--- config.mk ---
export PLATFORM = sky130hd
export DESIGN_NAME = charger_control_sequencer
export DESIGN_NICKNAME = d
export VERILOG_FILES = /design/src/design/charger_control_sequencer.v
export VERILOG_INCLUDE_DIRS = /design/src /design/src/design
export SDC_FILE = /design/constraint.sdc
export NUM_CORES = 1
export LEC_CHECK = 0
export ABC_AREA = 1
export BUFFER_PORTS_ARGS = -buffer_cell sky130_fd_sc_hd__buf_2
export CAP_MARGIN = 20
export CORE_UTILIZATION = 62
export DETAILED_ROUTE_END_ITERATION = 10
export PLACE_DENSITY = 0.79
export SLEW_MARGIN = 20
export SYNTH_ARGS = -nofsm -noshare
export SYNTH_HDL_FRONTEND = slang
export SYNTH_SLANG_ARGS = --single-unit
--- constraint.sdc ---
create_clock -name SYS_CLK -period 5.2 [get_ports SYS_CLK]
set_input_delay 0.52 -clock SYS_CLK [delete_from_list [all_inputs] [get_ports SYS_CLK]]
set_output_delay 0.52 -clock SYS_CLK [all_outputs]
set_load 0.005 [all_outputs]
--- src/design/charger_defs.vh ---
`ifndef CHARGER_DEFS_VH
`define CHARGER_DEFS_VH

// register offsets
`define REG_TIMER_FAULT   8'h00
`define REG_INPUT_TERM    8'h01
`define REG_CHARGE_CUR    8'h04
`define REG_SPECIAL       8'h05

// reset values
`define RST_INPUT_TERM    8'h30
`define RST_CHARGE_CUR    8'h01
`define RST_SPECIAL       8'h20

// field positions
`define KICK_BIT          7
`define ILIM_HI           7
`define ILIM_LO           6
`define TE_BIT            3
`define CE_BIT            2
`define HZ_BIT            1
`define ICHG_HI           6
`define ICHG_LO           4
`define TERMINATION_CODE_HI          2
`define TERMINATION_CODE_LO          0
`define LOWCAP_BIT        5

// charge state and fault codes
`define CST_READY         2'h0
`define CST_CHARGING      2'h1
`define CST_DONE          2'h2
`define FAULT_NONE        3'h0
`define FAULT_TIMER       3'h6

// sense voltages in 0.1 mV units
`define VSNS_CAP          10'h154
`define VTERM_STEP        10'h021

// timing
`define CLK_HZ            40'h00_0EE6_B280
`define T_VALID_MS        30
`define T_READY_MS        500
`define T_WDOG_S          32
`define T_UNATT_MIN       15
`define VALID_CYC         (`T_VALID_MS * `CLK_HZ / 1000)
`define READY_CYC         (`T_READY_MS * `CLK_HZ / 1000)
`define WDOG_CYC          (`T_WDOG_S * `CLK_HZ)
`define UNATT_CYC         (`T_UNATT_MIN * 60 * `CLK_HZ)
`define STAT_PULSE_CYC    16'h0100

`endif

--- src/design/charger_control_sequencer.v ---
`timescale 1ns/1ps
`default_nettype none
`include "charger_defs.vh"

// How it works
// - charge-current code 0..7 picks sense target 37.4 to 98.6 mV.
// - low-current-cap bit set caps sense target at 34.0 mV.
// - current termination happens only while termination-enable bit is one.
// - termination code picks threshold 3.3 mV times code plus one.
// - below threshold: stop switching, report ready ~500 ms, then done if connected.
// - supply above valid threshold switches the 100 ohm load on while validating.
// - charging starts only after 30 ms of continuously valid supply, or on watchdog expiry.
// - every start or restart except watchdog expiry runs the full validation interval first.
// - unattended 15-minute timer starts when charging begins while the watchdog is not running.
// - any register write clears unattended timer, starts 32-second watchdog.
// - writing the kick bit restarts the watchdog from zero.
// - watchdog expiry: defaults, fault 110, status pulse, resume unattended.
// - unattended expiry: charger off, charge-disable set, fault 110.
// - with no write since power-on the OTG pin sets input limit.
// - input-limit code gives 100, 500, 800 mA or no limit.
// - while unattended timer runs the OTG pin sets input limit.
// - write leaving charge-disable and high-impedance bits both clear, when either was set, starts a new cycle.
// - charge-current code above the ceiling is stored as the ceiling.
module charger_control_sequencer #(
    parameter [6:0]  DEV_ADDR        = 7'h35,
    parameter [2:0]  CURRENT_CEILING = 3'h7,
    parameter [39:0] VALID_CYC       = `VALID_CYC,
    parameter [39:0] READY_CYC       = `READY_CYC,
    parameter [39:0] WDOG_CYC        = `WDOG_CYC,
    parameter [39:0] UNATT_CYC       = `UNATT_CYC
) (
    input  wire       SYS_CLK,
    input  wire       RESETN,
    input  wire       SCL,
    input  wire       SDA_IN,
    output reg        SDA_OUT,
    output reg        SDA_OE,
    input  wire       OTG,
    input  wire       VBUS_ABOVE_MIN,
    input  wire       VBUS_OVER,
    input  wire       BAT_PRESENT,
    input  wire       TERM_BELOW,
    input  wire       RECHARGE_REQ,
    output reg        SWITCH_EN,
    output reg        VBUS_LOAD_EN,
    output reg [9:0]  SENSE_TARGET,
    output reg [9:0]  TERM_THRESHOLD,
    output reg [1:0]  INPUT_LIMIT,
    output reg [1:0]  CHARGE_STATE,
    output reg [2:0]  FAULT,
    output reg        STAT
);
    localparam [4:0] ST_VALIDATE = 5'h01;
    localparam [4:0] ST_CHARGE   = 5'h02;
    localparam [4:0] ST_READY    = 5'h04;
    localparam [4:0] ST_DONE     = 5'h08;
    localparam [4:0] ST_WAIT     = 5'h10;

    localparam [5:0] BS_IDLE = 6'h01;
    localparam [5:0] BS_ADDR = 6'h02;
    localparam [5:0] BS_PTR  = 6'h04;
    localparam [5:0] BS_WR   = 6'h08;
    localparam [5:0] BS_RD   = 6'h10;
    localparam [5:0] BS_SKIP = 6'h20;

    function [9:0] charge_mv;
        input [2:0] code;
        begin
            case (code)
                3'h0: charge_mv = 10'h176;
                3'h1: charge_mv = 10'h1BA;
                3'h2: charge_mv = 10'h1FE;
                3'h3: charge_mv = 10'h242;
                3'h4: charge_mv = 10'h2CA;
                3'h5: charge_mv = 10'h30E;
                3'h6: charge_mv = 10'h396;
                default: charge_mv = 10'h3DA;
            endcase
        end
    endfunction

    function [7:0] clamp_current;
        input [7:0] wdata;
        begin
            clamp_current = wdata;
            if (wdata[`ICHG_HI:`ICHG_LO] > CURRENT_CEILING) begin
                clamp_current[`ICHG_HI:`ICHG_LO] = CURRENT_CEILING;
            end
        end
    endfunction

    // input synchronisers: s1 read only by s2
    reg [7:0] in_s1_q;
    reg [7:0] in_s2_q;
    wire scl       = in_s2_q[0];
    wire sda       = in_s2_q[1];
    wire otg       = in_s2_q[2];
    wire above_min = in_s2_q[3];
    wire over_v    = in_s2_q[4];
    wire bat_ok    = in_s2_q[5];
    wire term_low  = in_s2_q[6];
    wire rechg     = in_s2_q[7];
    wire vbus_ok   = above_min & ~over_v;

    reg        scl_q;
    reg        sda_q;
    reg [5:0]  bst_q;
    reg [3:0]  bit_q;
    reg [7:0]  shift_q;
    reg [7:0]  tx_q;
    reg [7:0]  ptr_q;
    reg        wr_stb_q;
    reg [7:0]  wr_addr_q;
    reg [7:0]  wr_data_q;

    reg [7:0]  reg1_q;
    reg [7:0]  reg4_q;
    reg [7:0]  reg5_q;
    reg [2:0]  fault_q;
    reg [4:0]  st_q;
    reg [39:0] seq_cnt_q;
    reg        written_q;
    reg        unatt_run_q;
    reg [39:0] unatt_cnt_q;
    reg        wdog_run_q;
    reg [39:0] wdog_cnt_q;
    reg [15:0] stat_cnt_q;
    reg [1:0]  cstate;
    reg [7:0]  rdata;

    wire scl_rise = scl & ~scl_q;
    wire scl_fall = ~scl & scl_q;
    wire start_c  = scl & scl_q & sda_q & ~sda;
    wire stop_c   = scl & scl_q & ~sda_q & sda;

    always @* begin
        case (st_q)
            ST_CHARGE: cstate = `CST_CHARGING;
            ST_DONE:   cstate = `CST_DONE;
            default:   cstate = `CST_READY;
        endcase
    end

    always @* begin
        case (ptr_q)
            `REG_TIMER_FAULT: rdata = {2'h0, cstate, 1'b0, fault_q};
            `REG_INPUT_TERM:  rdata = reg1_q;
            `REG_CHARGE_CUR:  rdata = reg4_q;
            `REG_SPECIAL:     rdata = reg5_q;
            default:          rdata = 8'h00;
        endcase
    end

    always @(posedge SYS_CLK) begin
        if (!RESETN) begin
            in_s1_q <= 8'h03;
            in_s2_q <= 8'h03;
        end else begin
            in_s1_q <= {RECHARGE_REQ, TERM_BELOW, BAT_PRESENT, VBUS_OVER,
                        VBUS_ABOVE_MIN, OTG, SDA_IN, SCL};
            in_s2_q <= in_s1_q;
        end
    end

    // serial register port: address, pointer, then auto-increment data
    always @(posedge SYS_CLK) begin
        if (!RESETN) begin
            scl_q     <= 1'b1;
            sda_q     <= 1'b1;
            bst_q     <= BS_IDLE;
            bit_q     <= 4'h0;
            shift_q   <= 8'h00;
            tx_q      <= 8'h00;
            ptr_q     <= 8'h00;
            wr_stb_q  <= 1'b0;
            wr_addr_q <= 8'h00;
            wr_data_q <= 8'h00;
            SDA_OUT   <= 1'b0;
            SDA_OE    <= 1'b0;
        end else begin
            scl_q    <= scl;
            sda_q    <= sda;
            wr_stb_q <= 1'b0;
            if (start_c) begin
                bst_q  <= BS_ADDR;
                // start's own scl fall wraps this to zero
                bit_q  <= 4'hF;
                SDA_OE <= 1'b0;
            end else if (stop_c) begin
                bst_q  <= BS_IDLE;
                SDA_OE <= 1'b0;
            end else if (scl_rise && bst_q != BS_IDLE) begin
                if (bit_q < 4'h8) begin
                    shift_q <= {shift_q[6:0], sda};
                end else if (bst_q == BS_RD && sda) begin
                    bst_q <= BS_SKIP;
                end
            end else if (scl_fall && bst_q != BS_IDLE && bst_q != BS_SKIP) begin
                if (bit_q == 4'h7) begin
                    bit_q  <= 4'h8;
                    SDA_OE <= 1'b0;
                    case (bst_q)
                        BS_ADDR: begin
                            if (shift_q[7:1] == DEV_ADDR) begin
                                SDA_OE <= 1'b1;
                                bst_q  <= shift_q[0] ? BS_RD : BS_PTR;
                            end else begin
                                bst_q <= BS_SKIP;
                            end
                        end
                        BS_PTR: begin
                            SDA_OE <= 1'b1;
                            ptr_q  <= shift_q;
                            bst_q  <= BS_WR;
                        end
                        BS_WR: begin
                            SDA_OE    <= 1'b1;
                            wr_stb_q  <= 1'b1;
                            wr_addr_q <= ptr_q;
                            wr_data_q <= shift_q;
                            ptr_q     <= ptr_q + 8'h01;
                        end
                        default: SDA_OE <= 1'b0;
                    endcase
                end else if (bit_q == 4'h8) begin
                    bit_q  <= 4'h0;
                    SDA_OE <= 1'b0;
                    if (bst_q == BS_RD) begin
                        tx_q   <= {rdata[6:0], 1'b0};
                        SDA_OE <= ~rdata[7];
                        ptr_q  <= ptr_q + 8'h01;
                    end
                end else begin
                    bit_q <= bit_q + 4'h1;
                    if (bst_q == BS_RD) begin
                        SDA_OE <= ~tx_q[7];
                        tx_q   <= {tx_q[6:0], 1'b0};
                    end
                end
            end
        end
    end

    // charge sequencer, control registers and safety timers
    always @(posedge SYS_CLK) begin
        if (!RESETN) begin
            reg1_q         <= `RST_INPUT_TERM;
            reg4_q         <= `RST_CHARGE_CUR;
            reg5_q         <= `RST_SPECIAL;
            fault_q        <= `FAULT_NONE;
            st_q           <= ST_VALIDATE;
            seq_cnt_q      <= 40'h0;
            written_q      <= 1'b0;
            unatt_run_q    <= 1'b0;
            unatt_cnt_q    <= 40'h0;
            wdog_run_q     <= 1'b0;
            wdog_cnt_q     <= 40'h0;
            stat_cnt_q     <= 16'h0;
            SWITCH_EN      <= 1'b0;
            VBUS_LOAD_EN   <= 1'b0;
            SENSE_TARGET   <= `VSNS_CAP;
            TERM_THRESHOLD <= `VTERM_STEP;
            INPUT_LIMIT    <= 2'h0;
            CHARGE_STATE   <= `CST_READY;
            FAULT          <= `FAULT_NONE;
            STAT           <= 1'b0;
        end else begin
            seq_cnt_q <= seq_cnt_q + 40'h1;
            if (stat_cnt_q != 16'h0) begin
                stat_cnt_q <= stat_cnt_q - 16'h1;
            end
            if (unatt_run_q) begin
                unatt_cnt_q <= unatt_cnt_q + 40'h1;
            end
            if (wdog_run_q) begin
                wdog_cnt_q <= wdog_cnt_q + 40'h1;
            end

            case (st_q)
                ST_VALIDATE: begin
                    if (!vbus_ok) begin
                        seq_cnt_q <= 40'h0;
                    end else if (seq_cnt_q >= VALID_CYC - 40'h1) begin
                        st_q <= ST_CHARGE;
                        if (!wdog_run_q) begin
                            unatt_run_q <= 1'b1;
                            unatt_cnt_q <= 40'h0;
                        end
                    end
                end
                ST_CHARGE: begin
                    if (term_low && reg1_q[`TE_BIT]) begin
                        st_q      <= ST_READY;
                        seq_cnt_q <= 40'h0;
                    end
                end
                ST_READY: begin
                    if (seq_cnt_q >= READY_CYC - 40'h1) begin
                        st_q      <= (bat_ok && vbus_ok) ? ST_DONE : ST_WAIT;
                        seq_cnt_q <= 40'h0;
                    end
                end
                ST_DONE: begin
                    if (rechg) begin
                        st_q      <= ST_VALIDATE;
                        seq_cnt_q <= 40'h0;
                    end
                end
                ST_WAIT: begin
                    if (bat_ok && vbus_ok) begin
                        st_q      <= ST_VALIDATE;
                        seq_cnt_q <= 40'h0;
                    end
                end
                default: st_q <= ST_VALIDATE;
            endcase
            // supply loss or overvoltage restarts validation
            if (!vbus_ok && st_q != ST_VALIDATE) begin
                st_q      <= ST_VALIDATE;
                seq_cnt_q <= 40'h0;
            end

            if (unatt_run_q && unatt_cnt_q >= UNATT_CYC - 40'h1) begin
                unatt_run_q      <= 1'b0;
                reg1_q[`CE_BIT]  <= 1'b1;
                fault_q          <= `FAULT_TIMER;
            end

            if (wdog_run_q && wdog_cnt_q >= WDOG_CYC - 40'h1) begin
                wdog_run_q  <= 1'b0;
                reg1_q      <= `RST_INPUT_TERM;
                reg4_q      <= `RST_CHARGE_CUR;
                reg5_q      <= `RST_SPECIAL;
                fault_q     <= `FAULT_TIMER;
                stat_cnt_q  <= `STAT_PULSE_CYC;
                unatt_run_q <= 1'b1;
                unatt_cnt_q <= 40'h0;
                st_q        <= ST_CHARGE;
            end

            if (wr_stb_q) begin
                written_q   <= 1'b1;
                unatt_run_q <= 1'b0;
                unatt_cnt_q <= 40'h0;
                wdog_run_q  <= 1'b1;
                wdog_cnt_q  <= 40'h0;
                if (wr_addr_q == `REG_TIMER_FAULT && wr_data_q[`KICK_BIT]) begin
                    wdog_cnt_q <= 40'h0;
                end
                case (wr_addr_q)
                    `REG_INPUT_TERM: begin
                        reg1_q <= wr_data_q;
                        if ((reg1_q[`CE_BIT] || reg1_q[`HZ_BIT]) &&
                            !wr_data_q[`CE_BIT] && !wr_data_q[`HZ_BIT]) begin
                            st_q      <= ST_VALIDATE;
                            seq_cnt_q <= 40'h0;
                            fault_q   <= `FAULT_NONE;
                        end
                    end
                    `REG_CHARGE_CUR: reg4_q <= clamp_current(wr_data_q);
                    `REG_SPECIAL:    reg5_q <= wr_data_q;
                    default:         reg5_q <= reg5_q;
                endcase
            end

            // load while validating and supply above valid threshold
            VBUS_LOAD_EN <= (st_q == ST_VALIDATE) && above_min;
            SWITCH_EN    <= (st_q == ST_CHARGE) && !reg1_q[`CE_BIT] && !reg1_q[`HZ_BIT];
            SENSE_TARGET <= reg5_q[`LOWCAP_BIT] ? `VSNS_CAP : charge_mv(reg4_q[`ICHG_HI:`ICHG_LO]);
            TERM_THRESHOLD <= `VTERM_STEP * ({7'h0, reg4_q[`TERMINATION_CODE_HI:`TERMINATION_CODE_LO]} + 10'h001);
            if (!written_q || unatt_run_q) begin
                INPUT_LIMIT <= {1'b0, otg};
            end else begin
                INPUT_LIMIT <= reg1_q[`ILIM_HI:`ILIM_LO];
            end
            CHARGE_STATE <= cstate;
            FAULT        <= fault_q;
            STAT         <= (stat_cnt_q != 16'h0);
        end
    end
endmodule
`default_nettype wire

==> implementation parameters <==
Parameter                              Value

Placement
  Standard cell area after detailed placement ... 13900 sq um
  Routability congestion estimate from global placement ... about 0.95
  Detailed-placement wirelength estimate ... approximately 23 mm
  Minimum setup slack after placement ... around 2600 ps
  Quantity of I/O buffers inserted on ports ... 37

Clock tree
  Number of sinks on the clock net ... roughly 260
  Number of buffers created by CTS ... 29
  Total of hold buffers inserted after clock tree synthesis ... 0
  CTS tree ... built
  Clk Tree Root Cell ... sky130_fd_sc_hd__clkbuf_16
  Clk slew on worst S/H paths ... 60 ps
  Number of H-tree branching levels ... 1
  Buffers inserted by post-CTS timing repair ... 0
  Number of cells upsized or downsized after cts ... 0
  Maximum clock path buffer count ... 3
  Clock latency on the worst-skew pair ... between 500 and 600 ps

GRT
  Total global routing overflow ... 0
  Total track usage ... a little under 30%
  Pin count of the biggest net entering global routing ... 76
  Number of global-route vias before repair ... roughly 12000
  Antenna violations before repair ... 0
  Wire length of the first global-routing pass ... roughly 55 mm

Setup path
  Number of cells traversed by the worst register-to-register path ... 10
  Worst path required time ... around 5600 ps
  CP startpoint ... wdog_cnt_q[0]
  Maximum fanout along the worst path ... 35
  Critical R2R Launch ... wdog_cnt_q[0]
  R2R Path End ... reg1_q[2]
  Arrival time worst endpoint ... 3030 ps
  Cells along the critical path ... ha_1 > nand3_1 > nor3_1 > nand3_1 > nand3_1 > nand2_2 > nand2_2 > nor2_2 > nand2_1 > nand2_1
  Cell family with the largest share of critical-path delay ... simple AND/OR/NAND/NOR gates
  Critical path launch point type ... flip-flop
  Worst Path Buf+Inv ... 0
  Critical path endpoint category ... flip-flop
  Category of the critical setup timing path ... reg2reg
  R2R Setup Slk ... around 2600 ps
  Crit-path slowest cell ... sky130_fd_sc_hd__nand2_2
  Crit-path max cell delay ... a little under 700 ps
  Cell occurring most often along the worst timing path ... sky130_fd_sc_hd__nand3_1

STA
  Count of endpoints failing hold in the final timing report ... 0
  Summed negative setup slack over all endpoints ... 0 ps
  Final-report setup violation count ... 0
  Post-Route Hold Slack ... roughly 150 ps
  Final critical delay including setup and external delays ... about 2600 ps
  Tightest Pin Transition ... 1030 ps
  Share of the clock period used by the worst path ... 49.7%
  Clock skew after layout ... 19.3 ps
  Maximum clock frequency ... approximately 390 MHz
  Max Slew Vio Count ... 0
  Max_slew headroom ... 31.1%
  Setup repair after global routing missed its margin ... false
  Crit path setup slack, layout ... 2610 ps

Floorplanning
  Die height ... 150 um
  Die Area ... around 23000 sq um
  Initial Utilization ... 64.0%
  Row count ... 53
  Core outline area ... roughly 21000 sq um
  Total I/O pin count ... between 40 and 50
  Chip Width ... between 150 and 200 um

Route
  Detailed-route vias per instance ... about 5.5
  Initial detailed-routing violation count ... between 900 and 1000
  Total wirelength of the detailed-routed design ... roughly 32 mm
  Total vias in the final route ... roughly 13000
  Final ANT Viol Nets ... 0
  Detailed-routing iteration count for the pre-antenna-repair pass ... 6
  Routed wire per std cell ... approximately 14 um
  Drt drc ... 0

Hold path
  Worst Hold Class ... in2reg
  WHS Path Cells ... 2
  Worst Hold Launch ... SDA_IN
  Endpoint of the worst hold path ... in_s1_q[1]

Synth
  Post-synthesis instance area ... 13600 sq um
  Average cell area after synthesis ... 6.75 sq um
  Synth warn ... 0
  Cell taking the most area after synthesis ... sky130_fd_sc_hd__dfxtp_1
  Number of enable-type register cells in the synthesized netlist ... 0
  Share of Yosys cell area claimed by the top area cell type ... approximately two fifths
  Most used flip-flop cell after synthesis ... sky130_fd_sc_hd__dfxtp_1
  Post-synthesis async set-or-reset flop share ... 0%
  Flops & latches, synth ... roughly 260
  Area contributors post-synth ... sky130_fd_sc_hd__dfxtp_1 (39%), sky130_fd_sc_hd__nand2_1 (12%), sky130_fd_sc_hd__nor2_1 (8.9%)
  Distinct cell type count after synthesis ... 52
  Cell count after synthesis ... ~2000
  Sequential fraction of the synthesis area ... between 30 and 40%

Finish
  Post-Layout Inst Area ... approximately 15000 sq um
  Inserted Diodes ... 0
  Filler cells ... 1819
  Number of nets in the layout ... 2059
  Area growth from synthesis to final layout ... 9.70%
  Share of final-layout standard cells stronger than drive strength 1 ... between 8 and 9%
  Area of the multi-input gates ... 7050 sq um
  Final standard cell utilization of the core ... approximately 70%
  Storage element area ... 5270 sq um

Power
  Worst vdd ir ... slightly below 300 uV
  Power per unit of standard cell area ... 329 nW/um^2
  Static leakage power ... 6.02 nW

Status
  Status ... complete, no violations

Flow run
  Number of maximum-capacitance violations ... 0
per-stage QoR:
stage                     total power, W  cells
final                            0.00492   2337
after global routing             0.00512   2337
after CTS                        0.00494   2337
after detailed placement         0.00265   2283
after global placement           0.00263   2283
after floorplan                  0.00255   2022
cells by family (layout without fill, tap and decap cells):
group / Yosys count / after routing / share of synthesized area [%]
other cells: 1 / 4 / 0.0275
compound gates: 222 / 222 / 8.84
fa+ha+maj: 10 / 10 / 0.918
flops: 263 / 263 / 38.6
simple gates: 1138 / 1138 / 37.5
xor+xnor: 69 / 69 / 4.43
buf+inv: 316 / 356 / 9.69
how the worst max path moves through the flow:
stage	depth (start not counted)	endpoint	slack, ps
2_1_floorplan	11	seq_cnt_q[10]	3480
5_1_grt	10	reg1_q[0]	2370
3_5_place_dp	10	reg1_q[0]	2640
6_report	10	reg1_q[2]	2610
3_3_place_gp	10	reg1_q[7]	2720
4_1_cts	10	reg1_q[0]	2620
final cells by class:
type	count	share of cell area (%)
clock buffers	39	5.57
clock inverters	15	1.76
inverters	262	6.58
multi-input cells	1443	47.2
flip-flops and latches	263	35.2
well taps	275	2.30
repair buffers	40	1.39
metal layers:
metal	routed length, um	share of wire (%)	GRT usage, %	vias up
li1	-	-	-	6536
met1	14900	46	40.3	5859
met2	14600	45	48.4	400
met3	2130	6.5	3.61	63
met4	779	2.4	8.23	0
met5	0	0	0	-
cells in the final DEF (no fill, tap or decap), drive strengths merged, types with 7 or more instances in the layout:
master,netlist,layout
xnor2,20,20
xor2,49,49
buf,41,40
a21oi,99,99
nand2,450,450
o22ai,8,8
o21ai,91,91
or2,14,14
inv,262,264
nand3,138,138
dfxtp,263,263
nand4,51,51
nand3b,10,10
clkbuf,13,39
bufinv,0,7
nor4,15,15
nor2,335,335
nor3b,12,12
nor3,111,111
ha,10,10
flip-flops by register name (all words and copies together) (netlist names), 6 cells and up:
signal and count:
wr_data_q 8, shift_q 8, reg4_q 8, seq_cnt_q 40, reg1_q 8, bst_q 6
stat_cnt_q 16, in_s2_q 8, unatt_cnt_q 40, wr_addr_q 8, wdog_cnt_q 40, tx_q 7
ptr_q 8, in_s1_q 8, reg5_q 8, SENSE_TARGET 9
power by group:
part	internal, W	total [W]	switching, W
clock	0.00147	0.00231	0.000836
sequential	0.00208	0.00212	0.0000448
combinational	0.000174	0.000487	0.000313
total	0.00372	0.00492	0.00119
synth_stat cells, types with 3 or more instances:
| cell | count |
|---|---|
| sky130_fd_sc_hd__nand2_1 | 439 |
| sky130_fd_sc_hd__nor2_1 | 324 |
| sky130_fd_sc_hd__dfxtp_1 | 263 |
| sky130_fd_sc_hd__inv_1 | 245 |
| sky130_fd_sc_hd__nand3_1 | 137 |
| sky130_fd_sc_hd__a21oi_1 | 95 |
| sky130_fd_sc_hd__nor3_1 | 95 |
| sky130_fd_sc_hd__o21ai_0 | 86 |
| sky130_fd_sc_hd__xor2_1 | 49 |
| sky130_fd_sc_hd__nand4_1 | 48 |
| sky130_fd_sc_hd__xnor2_1 | 20 |
| sky130_fd_sc_hd__inv_2 | 17 |
| sky130_fd_sc_hd__buf_4 | 15 |
| sky130_fd_sc_hd__buf_2 | 14 |
| sky130_fd_sc_hd__clkbuf_1 | 13 |
| sky130_fd_sc_hd__nor4_1 | 13 |
| sky130_fd_sc_hd__nor3_2 | 12 |
| sky130_fd_sc_hd__or2_2 | 12 |
| sky130_fd_sc_hd__ha_1 | 10 |
| sky130_fd_sc_hd__nand2_2 | 10 |
| sky130_fd_sc_hd__nand3b_1 | 10 |
| sky130_fd_sc_hd__nor3b_1 | 10 |
| sky130_fd_sc_hd__nor2_2 | 9 |
| sky130_fd_sc_hd__buf_6 | 8 |
| sky130_fd_sc_hd__o22ai_1 | 8 |
| sky130_fd_sc_hd__a22oi_1 | 6 |
| sky130_fd_sc_hd__o21ai_1 | 5 |
| sky130_fd_sc_hd__a21oi_2 | 4 |
| sky130_fd_sc_hd__buf_1 | 4 |
| sky130_fd_sc_hd__nor3_4 | 4 |
| sky130_fd_sc_hd__o211ai_1 | 3 |
| sky130_fd_sc_hd__o21a_1 | 3 |
| sky130_fd_sc_hd__o21bai_1 | 3 |
No activity file was read; power rests on OpenSTA's default activity.
